`src/logic/can_rx_filter_overflow_pkg.sv`:
```
package can_rx_filter_overflow_pkg;

   // ****************************************************************
   // Register map (byte addresses)
   // ****************************************************************
   localparam logic [7:0] ADDR_PAYLOAD_FILTER_COUNT_CTRL = 8'h00;
   localparam logic [7:0] ADDR_RX_OVERFLOW_FLAGS_LOW     = 8'h04;
   localparam logic [7:0] ADDR_RX_OVERFLOW_FLAGS_HIGH    = 8'h08;
   localparam logic [7:0] ADDR_IRQ_MASK_LOW              = 8'h0C;
   localparam logic [7:0] ADDR_IRQ_MASK_HIGH             = 8'h10;
   localparam logic [7:0] ADDR_COUNT_SETTING             = 8'h14;

   // ****************************************************************
   // Fields and values
   // ****************************************************************
   localparam int          COUNT_W         = 5;
   localparam int          NUM_BUFFERS     = 32;
   localparam int          HALF_BUFFERS    = 16;
   localparam int          EID_W           = 18;
   localparam logic [4:0]  COUNT_NONE      = 5'h00;
   localparam logic [4:0]  COUNT_MAX       = 5'h11;
   localparam logic [4:0]  COUNT_RESET     = 5'h00;
   localparam logic [15:0] FLAGS_RESET     = 16'h0000;
   localparam logic [15:0] MASK_RESET      = 16'h0000;
   localparam logic [1:0]  RESP_OKAY       = 2'b00;
   localparam logic [1:0]  RESP_SLVERR     = 2'b10;

endpackage

```
`src/logic/can_rx_filter_overflow.sv`:
```
// Operation
// - Count zero or codes above seventeen compare no payload bits.
// - Count n compares from byte 1 bit 7; maximum code reaches filter bit 17.
// - Thirty-two overflow flags, buffers 0-15 low register, 16-31 high register.
// - A write directed to a full buffer sets that buffer's overflow flag.
// - Flags stay set until software clears; writes and reads only clear; reset is zero.
//
// The AXI4-Lite register port and the placing of the registers are this design's own decisions.
`timescale 1ns/1ps
`default_nettype none

module can_rx_filter_overflow
(
   // Clock and reset
   input  wire logic        clk_sys_in,
   input  wire logic        rst_n_in,
   // AXI4-Lite write address
   input  wire logic [7:0]  s_axi_awaddr_in,
   input  wire logic        s_axi_awvalid_in,
   output logic             s_axi_awready_out,
   // AXI4-Lite write data
   input  wire logic [31:0] s_axi_wdata_in,
   input  wire logic [3:0]  s_axi_wstrb_in,
   input  wire logic        s_axi_wvalid_in,
   output logic             s_axi_wready_out,
   // AXI4-Lite write response
   output logic [1:0]       s_axi_bresp_out,
   output logic             s_axi_bvalid_out,
   input  wire logic        s_axi_bready_in,
   // AXI4-Lite read address
   input  wire logic [7:0]  s_axi_araddr_in,
   input  wire logic        s_axi_arvalid_in,
   output logic             s_axi_arready_out,
   // AXI4-Lite read data
   output logic [31:0]      s_axi_rdata_out,
   output logic [1:0]       s_axi_rresp_out,
   output logic             s_axi_rvalid_out,
   input  wire logic        s_axi_rready_in,
   // Receive path
   input  wire logic        buf_write_in,
   input  wire logic [4:0]  buf_index_in,
   input  wire logic        buf_full_in,
   input  wire logic [17:0] payload_bits_in,
   input  wire logic [17:0] extended_identifier_filter_bits_in,
   // Filter result
   output logic             payload_compare_valid_out,
   output logic             payload_match_out,
   output logic [4:0]       payload_compare_bit_count_out,
   // Interrupt
   output logic             irq_out
);

   // ****************************************************************
   // Registers
   // ****************************************************************
   logic [31:0] rx_buffer_overflow_flag_q, rx_buffer_overflow_flag_d;
   logic [31:0] mask_q, mask_d;
   logic [4:0]  count_q, count_d;
   logic        aw_held_q, aw_held_d;
   logic [7:0]  aw_addr_q, aw_addr_d;
   logic        w_held_q, w_held_d;
   logic [31:0] w_data_q, w_data_d;
   logic [3:0]  w_strb_q, w_strb_d;
   logic        bvalid_q, bvalid_d;
   logic [1:0]  bresp_q, bresp_d;
   logic        rvalid_q, rvalid_d;
   logic [31:0] rdata_q, rdata_d;
   logic [1:0]  rresp_q, rresp_d;
   logic [31:0] hw_set, sw_clr, rd_clr;
   logic        wr_go, rd_go;

   function automatic logic [15:0] lane_mask(input logic [3:0] strb);
      lane_mask = {{8{strb[1]}}, {8{strb[0]}}};
   endfunction

   function automatic logic is_mapped(input logic [7:0] a);
      is_mapped = (a == can_rx_filter_overflow_pkg::ADDR_PAYLOAD_FILTER_COUNT_CTRL)
               || (a == can_rx_filter_overflow_pkg::ADDR_RX_OVERFLOW_FLAGS_LOW)
               || (a == can_rx_filter_overflow_pkg::ADDR_RX_OVERFLOW_FLAGS_HIGH)
               || (a == can_rx_filter_overflow_pkg::ADDR_IRQ_MASK_LOW)
               || (a == can_rx_filter_overflow_pkg::ADDR_IRQ_MASK_HIGH)
               || (a == can_rx_filter_overflow_pkg::ADDR_COUNT_SETTING);
   endfunction

   // ****************************************************************
   // Bus handshake
   // ****************************************************************
   assign s_axi_awready_out = !aw_held_q && !bvalid_q;
   assign s_axi_wready_out  = !w_held_q && !bvalid_q;
   assign s_axi_arready_out = !rvalid_q;
   assign s_axi_bvalid_out  = bvalid_q;
   assign s_axi_bresp_out   = bresp_q;
   assign s_axi_rvalid_out  = rvalid_q;
   assign s_axi_rdata_out   = rdata_q;
   assign s_axi_rresp_out   = rresp_q;
   assign wr_go             = aw_held_q && w_held_q && !bvalid_q;
   assign rd_go             = s_axi_arvalid_in && !rvalid_q;

   always_comb
   begin
      aw_held_d = aw_held_q;
      aw_addr_d = aw_addr_q;
      w_held_d  = w_held_q;
      w_data_d  = w_data_q;
      w_strb_d  = w_strb_q;
      bvalid_d  = bvalid_q;
      bresp_d   = bresp_q;
      rvalid_d  = rvalid_q;
      rdata_d   = rdata_q;
      rresp_d   = rresp_q;
      count_d   = count_q;
      mask_d    = mask_q;
      sw_clr    = 32'h0000_0000;
      rd_clr    = 32'h0000_0000;
      if (s_axi_awvalid_in && s_axi_awready_out)
      begin
         aw_held_d = 1'b1;
         aw_addr_d = s_axi_awaddr_in;
      end
      if (s_axi_wvalid_in && s_axi_wready_out)
      begin
         w_held_d = 1'b1;
         w_data_d = s_axi_wdata_in;
         w_strb_d = s_axi_wstrb_in;
      end
      if (wr_go)
      begin
         aw_held_d = 1'b0;
         w_held_d  = 1'b0;
         bvalid_d  = 1'b1;
         bresp_d   = is_mapped(aw_addr_q) ? can_rx_filter_overflow_pkg::RESP_OKAY
                                          : can_rx_filter_overflow_pkg::RESP_SLVERR;
         if (aw_addr_q == can_rx_filter_overflow_pkg::ADDR_RX_OVERFLOW_FLAGS_LOW)
         begin
            sw_clr[15:0] = w_data_q[15:0] & lane_mask(w_strb_q);
         end
         else if (aw_addr_q == can_rx_filter_overflow_pkg::ADDR_RX_OVERFLOW_FLAGS_HIGH)
         begin
            sw_clr[31:16] = w_data_q[15:0] & lane_mask(w_strb_q);
         end
         else if (aw_addr_q == can_rx_filter_overflow_pkg::ADDR_IRQ_MASK_LOW)
         begin
            mask_d[15:0] = (mask_q[15:0] & ~lane_mask(w_strb_q))
                         | (w_data_q[15:0] & lane_mask(w_strb_q));
         end
         else if (aw_addr_q == can_rx_filter_overflow_pkg::ADDR_IRQ_MASK_HIGH)
         begin
            mask_d[31:16] = (mask_q[31:16] & ~lane_mask(w_strb_q))
                          | (w_data_q[15:0] & lane_mask(w_strb_q));
         end
         else if ((aw_addr_q == can_rx_filter_overflow_pkg::ADDR_COUNT_SETTING) && w_strb_q[0])
         begin
            count_d = w_data_q[4:0];
         end
      end
      if (bvalid_q && s_axi_bready_in)
      begin
         bvalid_d = 1'b0;
      end
      if (rvalid_q && s_axi_rready_in)
      begin
         rvalid_d = 1'b0;
      end
      if (rd_go)
      begin
         rvalid_d = 1'b1;
         rdata_d  = 32'h0000_0000;
         rresp_d  = can_rx_filter_overflow_pkg::RESP_OKAY;
         if ((s_axi_araddr_in == can_rx_filter_overflow_pkg::ADDR_PAYLOAD_FILTER_COUNT_CTRL)
             || (s_axi_araddr_in == can_rx_filter_overflow_pkg::ADDR_COUNT_SETTING))
         begin
            rdata_d[4:0] = count_q;
         end
         else if (s_axi_araddr_in == can_rx_filter_overflow_pkg::ADDR_RX_OVERFLOW_FLAGS_LOW)
         begin
            rdata_d[15:0] = rx_buffer_overflow_flag_q[15:0];
            rd_clr[15:0]  = rx_buffer_overflow_flag_q[15:0];
         end
         else if (s_axi_araddr_in == can_rx_filter_overflow_pkg::ADDR_RX_OVERFLOW_FLAGS_HIGH)
         begin
            rdata_d[15:0] = rx_buffer_overflow_flag_q[31:16];
            rd_clr[31:16] = rx_buffer_overflow_flag_q[31:16];
         end
         else if (s_axi_araddr_in == can_rx_filter_overflow_pkg::ADDR_IRQ_MASK_LOW)
         begin
            rdata_d[15:0] = mask_q[15:0];
         end
         else if (s_axi_araddr_in == can_rx_filter_overflow_pkg::ADDR_IRQ_MASK_HIGH)
         begin
            rdata_d[15:0] = mask_q[31:16];
         end
         else
         begin
            rresp_d = can_rx_filter_overflow_pkg::RESP_SLVERR;
         end
      end
   end

   // ****************************************************************
   // Overflow flags
   // ****************************************************************
   always_comb
   begin
      hw_set = 32'h0000_0000;
      if (buf_write_in && buf_full_in)
      begin
         hw_set[buf_index_in] = 1'b1;
      end
      rx_buffer_overflow_flag_d = (rx_buffer_overflow_flag_q & ~(sw_clr | rd_clr))
                                | hw_set;
   end

   always_ff @(posedge clk_sys_in or negedge rst_n_in)
   begin
      if (!rst_n_in)
      begin
         rx_buffer_overflow_flag_q <= {can_rx_filter_overflow_pkg::FLAGS_RESET,
                                       can_rx_filter_overflow_pkg::FLAGS_RESET};
         mask_q    <= {can_rx_filter_overflow_pkg::MASK_RESET,
                       can_rx_filter_overflow_pkg::MASK_RESET};
         count_q   <= can_rx_filter_overflow_pkg::COUNT_RESET;
         aw_held_q <= 1'b0;
         aw_addr_q <= 8'h00;
         w_held_q  <= 1'b0;
         w_data_q  <= 32'h0000_0000;
         w_strb_q  <= 4'h0;
         bvalid_q  <= 1'b0;
         bresp_q   <= 2'b00;
         rvalid_q  <= 1'b0;
         rdata_q   <= 32'h0000_0000;
         rresp_q   <= 2'b00;
      end
      else
      begin
         rx_buffer_overflow_flag_q <= rx_buffer_overflow_flag_d;
         mask_q    <= mask_d;
         count_q   <= count_d;
         aw_held_q <= aw_held_d;
         aw_addr_q <= aw_addr_d;
         w_held_q  <= w_held_d;
         w_data_q  <= w_data_d;
         w_strb_q  <= w_strb_d;
         bvalid_q  <= bvalid_d;
         bresp_q   <= bresp_d;
         rvalid_q  <= rvalid_d;
         rdata_q   <= rdata_d;
         rresp_q   <= rresp_d;
      end
   end

   assign irq_out = |(rx_buffer_overflow_flag_q & mask_q);
   assign payload_compare_bit_count_out = count_q;

   // ****************************************************************
   // Payload compare
   // ****************************************************************
   payload_compare u_payload_compare
   (
      .count_in        (count_q),
      .payload_bits_in (payload_bits_in),
      .filter_bits_in  (extended_identifier_filter_bits_in),
      .valid_out       (payload_compare_valid_out),
      .match_out       (payload_match_out)
   );
endmodule

`default_nettype wire

```
`src/logic/payload_compare.sv`:
```
`timescale 1ns/1ps
`default_nettype none

module payload_compare
(
   // Setting
   input  wire logic [4:0]  count_in,
   // Payload bits in compare order and filter bits
   input  wire logic [17:0] payload_bits_in,
   input  wire logic [17:0] filter_bits_in,
   // Result
   output logic             valid_out,
   output logic             match_out
);

   logic [17:0] enable;

   always_comb
   begin
      enable = 18'h0_0000;
      for (int i = 0; i < can_rx_filter_overflow_pkg::EID_W; i++)
      begin
         if ((count_in <= can_rx_filter_overflow_pkg::COUNT_MAX) && (i < int'(count_in)))
         begin
            enable[i] = 1'b1;
         end
      end
      if (count_in == can_rx_filter_overflow_pkg::COUNT_MAX)
      begin
         enable[can_rx_filter_overflow_pkg::EID_W - 1] = 1'b1;
      end
   end

   assign valid_out = (count_in != can_rx_filter_overflow_pkg::COUNT_NONE)
                    && (count_in <= can_rx_filter_overflow_pkg::COUNT_MAX);
   assign match_out = ((payload_bits_in ^ filter_bits_in) & enable) == 18'h0_0000;

endmodule

`default_nettype wire

```
`config.mk`:
```
export PLATFORM = sky130hd
export DESIGN_NAME = can_rx_filter_overflow
export DESIGN_NICKNAME = d
export VERILOG_FILES = /design/src/logic/can_rx_filter_overflow_pkg.sv /design/src/logic/can_rx_filter_overflow.sv /design/src/logic/payload_compare.sv
export SDC_FILE = /design/constraint.sdc
export NUM_CORES = 1
export LEC_CHECK = 0
export ABC_AREA = 1
export BUFFER_PORTS_ARGS = -buffer_cell sky130_fd_sc_hd__buf_2
export CAP_MARGIN = 20
export CORE_MARGIN = 5
export CORE_UTILIZATION = 50
export CTS_BUF_LIST = sky130_fd_sc_hd__clkbuf_4 sky130_fd_sc_hd__clkbuf_8
export DETAILED_ROUTE_END_ITERATION = 12
export GPL_TIMING_DRIVEN = 0
export PLACE_DENSITY = 0.86
export SYNTH_ARGS = -nofsm -noshare
export SYNTH_HDL_FRONTEND = slang
export SYNTH_SLANG_ARGS = --single-unit
```
`constraint.sdc`:
```
create_clock -name clk_sys_in -period 1.58 [get_ports clk_sys_in]
set_input_delay 0.316 -clock clk_sys_in [delete_from_list [all_inputs] [get_ports clk_sys_in]]
set_output_delay 0.316 -clock clk_sys_in [all_outputs]
set_load 0.02 [all_outputs]
```
==> results.md, run 1 <==
- Class of the most critical hold timing path: in2reg
- I/O Pins: approximately 150
- Number of distinct library cell variants in the gate-level netlist after synthesis: 38
- Antenna violations before repair: 0
- Vias in the first global route: 6021
- Placeable Area: 12600 sq um
- First DRT Iteration DRCs: 636
- First drt pass iteration count: 5
- RSZ-0062 raised after global routing: true
- Hold Crit Depth: 2
- Clock sink total: 117
- Final core occ: approximately 67%
- Number of antenna cells inserted: 0
- Post-synthesis share of cell area spent on xor and xnor gates: 2.18%
- Met3 routed wirelength: just over 2000 um
- Detailed-placement wirelength estimate: 13700 um
- Largest net degree at the start of global routing: 62
- Start-to-end type of the worst setup path: reg2out
- Pwr per Cell Area: 1300 nW/um^2
- Share of synthesized cell area in and, or, nand and nor gates: 36.0%
- Residual antenna-violating net count after detailed routing: 0
- Total negative setup slack: -2130 ps
- Total of max-cap violations: 0
- Wl on met1: ~8000 um
- Maximum clock insertion buffer count: 2
- Count of endpoints failing hold in the final timing report: 0
- TritonCTS clock tree: done
- Max IR drop VDD: between 1 and 1.5 mV
- Number of pins with negative max-slew slack in the final report: 0
- Worst slack on hold paths: 58.8 ps
- Post-synthesis compound-gate area fraction: 6.88%
- Portion of synthesized cell area occupied by the leading cell type: 45.6%
- Clock Skew: ~13 ps
- Fin nets: between 1000 and 1500
- Number of buffers added by the clock tree synthesis step: 17
- Avg Cell Area, Syn: about 7.7 sq um
- Switching power total: 0.00414 W
- Die Span Y: around 120 um
- Clock-pin transition on the worst setup and hold timing paths: 70 ps
- Die width: 123 um
- Number of synthesized register bits: 117
- Outcome: complete, but fails checks
- Worst-path fanout max: 6
- Ratio of cells with drive above 1 in the final layout: a little under a third
- Min-delay src: s_axi_bready_in
- Setup slack of the most critical reg-to-reg path: -70 ps
- Number of setup violations in the final report: 26
- Total congestion overflow after global routing: 0
- Worst Setup End Kind: output port
- Hold Path Sink: s_axi_bvalid_out
- Multiplexer share of the synthesized area: less than 1%
- Highest layer used for signal routing: met4
- PnR worst setup slack: -561 ps
- Root buf cell: sky130_fd_sc_hd__clkbuf_8
- Clk_lat worst skew: 450 ps
- Die footprint: ~15000 sq um
- IO buf count: 114
- Slew at the pin closest to its max-slew limit: between 1000 and 1500 ps
- Synthesized area: roughly 6400 sq um
- Mapped Cells: between 800 and 900
- Sort of element at the start of the critical path: flop
- Cell accounting for the most synthesized area: sky130_fd_sc_hd__dfrtp_1
- Total number of vias: 6490
- Met2 wire length: 9580 um
- Minimum clock period: 2140 ps
- Number of H-tree levels: 4
- Top cells by area in the synthesized netlist: sky130_fd_sc_hd__dfrtp_1, sky130_fd_sc_hd__nand2_1, sky130_fd_sc_hd__nand3_1, sky130_fd_sc_hd__inv_1, sky130_fd_sc_hd__nor2_1
- Post-synthesis share of cell area spent on full adders, half adders and majority gates: 0%
- Gp weighted congestion: 0.979
- Critical R2R Launch: aw_addr_q[1]
- Combinational share of power: 31.0%
- Fill cell count: 1056
- Part of the power in the clock network: between 20 and 30%
- Dominant combinational cell family by area after synthesis: simple AND/OR/NAND/NOR gates
- Data arrival, critical path: 1830 ps
- Fraction of power spent switching nets: between 30% and 40%
- Routed len/inst: roughly 16 um
- Number of cells on the worst reg-to-reg path: 8
- Initial core utilization: 50.9%
- DRC viols: 0
- Wire length after detailed routing: ~20000 um
- Rel. slew slack: between 20 and 25%
- Total Routing Usage GR: 25.5%
- Internal Power: between 0.006 and 0.007 W
- Portion of total power attributed to sequential cells: roughly two fifths
- Area growth from synthesis to layout: 31.5%
- Leak Pwr: 4.35 nW
- CP Data Required Time: 1260 ps
- Site Rows: 41
- Post-route fraction of the period consumed by the critical path: 136%
- Synthesis warning total: 0
- Via density per instance: roughly 5.4
- Violated checks: setup timing
- Pre-CTS setup slack: -170 ps
- First-pass GRT wire length: 30000 um
- Achievable Freq: 467 MHz
- Sequential element share of the synthesized area: between 40% and 50%
-- cell usage after synthesis --
library cell	n
sky130_fd_sc_hd__nand3_4	1
sky130_fd_sc_hd__nand2_1	275
sky130_fd_sc_hd__inv_6	1
sky130_fd_sc_hd__inv_1	61
sky130_fd_sc_hd__xnor2_1	6
sky130_fd_sc_hd__nor2_1	60
sky130_fd_sc_hd__nor4_1	1
sky130_fd_sc_hd__nor3_1	14
sky130_fd_sc_hd__nand4_1	24
sky130_fd_sc_hd__or2_2	9
sky130_fd_sc_hd__nand2_8	1
sky130_fd_sc_hd__o21ai_2	16
sky130_fd_sc_hd__nand3_2	4
sky130_fd_sc_hd__nor2_8	1
sky130_fd_sc_hd__xor2_1	10
sky130_fd_sc_hd__inv_2	7
sky130_fd_sc_hd__clkbuf_1	8
sky130_fd_sc_hd__nand3_1	104
sky130_fd_sc_hd__nand2_2	4
sky130_fd_sc_hd__buf_6	4
sky130_fd_sc_hd__nor2_2	5
sky130_fd_sc_hd__o21ai_0	25
sky130_fd_sc_hd__o211ai_1	2
sky130_fd_sc_hd__o21ai_1	5
sky130_fd_sc_hd__nor2_4	4
sky130_fd_sc_hd__o2111ai_1	1
sky130_fd_sc_hd__or2_0	2
sky130_fd_sc_hd__buf_2	9
sky130_fd_sc_hd__nand2_4	1
sky130_fd_sc_hd__buf_4	20
sky130_fd_sc_hd__dfrtp_1	117
sky130_fd_sc_hd__a21boi_0	1
sky130_fd_sc_hd__nand3b_1	2
sky130_fd_sc_hd__mux2_2	5
sky130_fd_sc_hd__inv_4	1
sky130_fd_sc_hd__a21oi_1	24
sky130_fd_sc_hd__nor3_2	1
sky130_fd_sc_hd__conb_1	1
-- how the worst max path moves through the flow --
stage                                           startpoint  cells past startpoint                                to
after floorplan           payload_compare_bit_count_out[0]                     10                 payload_match_out
after global placement                            rst_n_in                      1  payload_compare_bit_count_out[1]
after detailed placement  payload_compare_bit_count_out[4]                     10                 payload_match_out
after CTS                 payload_compare_bit_count_out[4]                     10                 payload_match_out
after global routing      payload_compare_bit_count_out[3]                     10                 payload_match_out
final                     payload_compare_bit_count_out[3]                     10                 payload_match_out
-- metal layers --
| metal | track usage [%] | vias to the layer above |
|---|---|---|
| met3 | 6.40 | 54 |
| met2 | 41.1 | 357 |
| met4 | 9.97 | 0 |
| met5 | 0 | - |
| met1 | 33.2 | 3019 |
| li1 | - | 3060 |
-- metrics by stage --
stage | cells | area [sq um] | total power [W]
after floorplan | 854 | 6510 | 0.00609
after global placement | 1140 | 7290 | 0.00696
after detailed placement | 1142 | 7330 | 0.00709
after CTS | 1193 | 8010 | 0.0104
after global routing | 1211 | 8440 | 0.0115
final | 1211 | 8440 | 0.0109
-- timing repair --
item,in CTS,in global routing
endpoints found under the setup margin,54,76
gates resized for setup,24,78
buffers inserted,21,15
gates cloned,0,3
hold buffers,1,0
pin swaps,17,27
endpoints found under the hold margin,60,0
-- cell families (layout without fill, tap and decap cells) --
kind of cell           Yosys count  count (layout)
other                            1              18
buffers and inverters          111             296
AND/OR/NAND/NOR                513             513
multiplexers                     5               5
XOR/XNOR                        16              16
AO/OA/AOI/OAI                   74              74
flip-flops                     117             117
-- cell type report --
| cell class | instances | area [sq um] | share of cell area, % |
|---|---|---|---|
| clock buffer | 19 | 255 | 3.02 |
| buffer | 38 | 285 | 3.38 |
| clock inverter | 13 | 181 | 2.15 |
| timing repair buffer | 156 | 1030 | 12.3 |
| sequential | 117 | 2930 | 34.8 |
| multi-input combinational | 626 | 3260 | 38.6 |
| inverter | 70 | 275 | 3.26 |
| tap | 172 | 215 | 2.55 |
-- critical path, cell delays in order, from the launching register on --
cell and delay [ps]:
sky130_fd_sc_hd__dfrtp_2 450, sky130_fd_sc_hd__nor2_4 180, sky130_fd_sc_hd__nand3_1 90, sky130_fd_sc_hd__nand2_1 90, sky130_fd_sc_hd__nand2_1 70, sky130_fd_sc_hd__nor2_1 100, sky130_fd_sc_hd__nand2_1 60, sky130_fd_sc_hd__nor2_1 80
sky130_fd_sc_hd__nand2_1 70, sky130_fd_sc_hd__nand2_2 70, sky130_fd_sc_hd__buf_6 120
-- power by group through the flow --
stage	sequential, W	clock (W)	combinational, W
detailed placement	0.00440	0	0.00269
finish	0.00451	0.00304	0.00340
global route	0.00458	0.00320	0.00370
CTS	0.00437	0.00304	0.00298
floorplan	0.00424	0	0.00185
global placement	0.00437	0	0.00259
-- placed cells by master (no fill, tap or decap), types with 11 or more instances in the layout --
cell                       count
sky130_fd_sc_hd__a21oi_1      24
sky130_fd_sc_hd__buf_2       113
sky130_fd_sc_hd__buf_4        49
sky130_fd_sc_hd__buf_6        17
sky130_fd_sc_hd__clkbuf_8     18
sky130_fd_sc_hd__conb_1       18
sky130_fd_sc_hd__dfrtp_1     112
sky130_fd_sc_hd__inv_1        59
sky130_fd_sc_hd__nand2_1     253
sky130_fd_sc_hd__nand2_2      11
sky130_fd_sc_hd__nand2_4      16
sky130_fd_sc_hd__nand3_1     102
sky130_fd_sc_hd__nand4_1      24
sky130_fd_sc_hd__nor2_1       52
sky130_fd_sc_hd__nor3_1       12
sky130_fd_sc_hd__o21ai_0      23
sky130_fd_sc_hd__o21ai_2      18
Power figures use the tool's default switching activity.
==> run 2, diff against run 1 <==
Settings changed: CORE_ASPECT_RATIO set to 1.5.
==> results.md, run 2 (same netlist as run 1, synthesis figures left out) <==
- Outcome: complete, but fails checks (unchanged)
- Violated checks: setup timing (unchanged)
- Residual antenna-violating net count after detailed routing: 0 (unchanged)
- Total number of vias: 6572 (was 6490)
- Placeable Area: 12500 sq um (was 12600 sq um)
- Root buf cell: sky130_fd_sc_hd__clkbuf_8 (unchanged)
- Cell-by-cell trace of the critical path: nor2_4 -> nand3_1 -> nand2_1 -> nand2_1 -> nor2_2 -> nand2_1 -> nor2_1 -> nand2_1 -> nand2_2 -> buf_6 (was nor2_4 -> nand3_1 -> nand2_1 -> nand2_1 -> nor2_1 -> nand2_1 -> nor2_1 -> nand2_1 -> nand2_2 -> buf_6)
- Final core occ: 67.6% (was 66.9%)
- Total of max-cap violations: 0 (unchanged)
- Data arrival, critical path: 1840 ps (was 1830 ps)
- Clock-pin transition on the worst setup and hold timing paths: 80 ps (was 70 ps)
- Worst slack on hold paths: 32.4 ps (was 58.8 ps)
- Most common cell after layout, fill and taps aside: sky130_fd_sc_hd__nand2_1 (unchanged)
- Area growth from synthesis to layout: 31.8% (was 31.5%)
- Clock Skew: 12.4 ps (was 12.6 ps)
- Fin nets: 1120 (was 1128)
- Minimum clock period: 2160 ps (was 2140 ps)
- Maximum clock insertion buffer count: 2 (unchanged)
- Rel. slew slack: 23.3% (was 22.2%)
- Number of buffers added by the clock tree synthesis step: 17 (unchanged)
- Vias in the first global route: 6262 (was 6021)
- CP most frequent cell: sky130_fd_sc_hd__nand2_1 (unchanged)
- Worst-path fanout max: 6 (unchanged)
- Pwr per Cell Area: 1340 nW/um^2 (was 1300 nW/um^2)
- PnR worst setup slack: -577 ps (was -561 ps)
- First-pass GRT wire length: 29700 um (was 30000 um)
- Site Rows: 50 (was 41)
- IO buf count: 114 (unchanged)
- Number of setup violations in the final report: 60 (was 26)
- Ratio of cells with drive above 1 in the final layout: 32.2% (was 31.4%)
- Sequential cell area: 2940 sq um (was 2930 sq um)
- Number of H-tree levels: 4 (unchanged)
- Leak Pwr: 4.37 nW (was 4.35 nW)
- Multi-input logic area: 3300 sq um (was 3260 sq um)
- Antenna violations before repair: 1 (was 0)
- Total congestion overflow after global routing: 0 (unchanged)
- Slowest-stage cell, CP: sky130_fd_sc_hd__dfrtp_2 (unchanged)
- Wire length after detailed routing: 20900 um (was 19900 um)
- Clk_lat worst skew: 460 ps (was 450 ps)
- Sort of element at the start of the critical path: flop (unchanged)
- Number of pins with negative max-slew slack in the final report: 0 (unchanged)
- Post-layout total power: 0.0114 W (was 0.0109 W)
- Start-to-end type of the worst setup path: reg2out (unchanged)
- RSZ-0062 raised after global routing: true (unchanged)
- Die width: 103 um (was 123 um)
- Total Routing Usage GR: 25.2% (was 25.5%)
- First DRT Iteration DRCs: 645 (was 636)
- Class of the most critical hold timing path: in2reg (unchanged)
- CP Data Required Time: 1260 ps (about the same)
- Clock sink total: 117 (unchanged)
- Die footprint: 15200 sq um (about the same)
- I/O Pins: 151 (unchanged)
- Most frequent cells in the layout: sky130_fd_sc_hd__nand2_1, sky130_fd_sc_hd__buf_2, sky130_fd_sc_hd__dfrtp_1 (unchanged)
- Fill cell count: 989 (was 1056)
- Detailed-placement wirelength estimate: 13900 um (was 13700 um)
- TritonCTS clock tree: done (unchanged)
- Initial core utilization: 51.3% (was 50.9%)
- Die Span Y: 149 um (was 123 um)
- DRC viols: 0 (unchanged)
- Slew at the pin closest to its max-slew limit: 1140 ps (was 1160 ps)
- Gp weighted congestion: 0.898 (was 0.979)
- Largest net degree at the start of global routing: 89 (was 62)
- Routed len/inst: 17.6 um (was 16.5 um)
- Highest cell delay on the worst timing path: 470 ps (was 450 ps)
- Via density per instance: 5.53 (was 5.36)
- Achievable Freq: 464 MHz (was 467 MHz)
- First drt pass iteration count: 6 (was 5)
- Count of endpoints failing hold in the final timing report: 0 (unchanged)
- Post-route fraction of the period consumed by the critical path: 137% (was 136%)
- Max IR drop VDD: 1.43 mV (was 1.03 mV)
- Worst Setup End Kind: output port (unchanged)
[run 2: changes by cell type in the layout (fill, tap and decap cells not counted), sizes merged]
cell      change
clkinvlp      -5
inv           +1
diode         +1
clkbuf        +5
buf           -9
bufinv        +2
clkinv        -2
[run 2: power by group]
group	switching, W	internal [W]	total [W]
combinational	0.00210	0.00129	0.00338
sequential	0.000812	0.00371	0.00452
clock	0.00123	0.00223	0.00347
[run 2: timing repair]
item                                    CTS  global route
gates resized for setup                  44            76
endpoints found under the setup margin   58            95
hold buffers                              1             0
setup buffers                            17             9
hold endpoints to repair                 29             0
gates cloned                              1             3
pin swaps                                 9            43
[run 2: critical path, delay by kind of cell, from the launching register on]
kind	cells	cell delay, ps
buf+inv	1	110
simple gates	9	800
flops	1	470
[run 2: per-stage QoR]
stage | setup WS (ps) | TNS (ps) | std cells | area, sq um
after global placement | -1360 | -139770 | 1124 | 7270
after global routing | -668 | -7490 | 1188 | 8460
after CTS | -573 | -1750 | 1175 | 8110
after floorplan | -9.53 | -9.53 | 854 | 6510
final | -577 | -4120 | 1188 | 8460
after detailed placement | -200 | -6430 | 1125 | 7310
[run 2: final timing paths]
kind,from,end,slack [ps],cells after the start
min reg2reg,s_axi_rresp_out[1],s_axi_rresp_out[1],480,2
max reg2reg,aw_addr_q[7],rx_buffer_overflow_flag_q[21],-140,9
max,payload_compare_bit_count_out[4],payload_match_out,-580,10
min in group asynchronous,rst_n_in,aw_addr_q[6],300,2
max in group asynchronous,rst_n_in,s_axi_rdata_out[11],550,3
min,s_axi_bready_in,s_axi_bvalid_out,30,2
[run 2: metal layers]
layer	vias up	routed length (um)	global-route usage, %
met5	-	0	0
met4	0	1280	14.2
met3	99	1620	5.33
met2	387	10700	43.6
met1	3031	7290	28.0
li1	3055	-	-
[run 2: layout make-up]
class | count | share of cell area [%]
antenna | 1 | 0.0296
buffer | 39 | 3.62
clock buffer | 23 | 3.59
clock inverter | 9 | 2.31
inverter | 70 | 3.25
multi-input combinational | 626 | 39.0
sequential | 117 | 34.7
tap | 156 | 2.31
timing repair buffer | 147 | 11.2
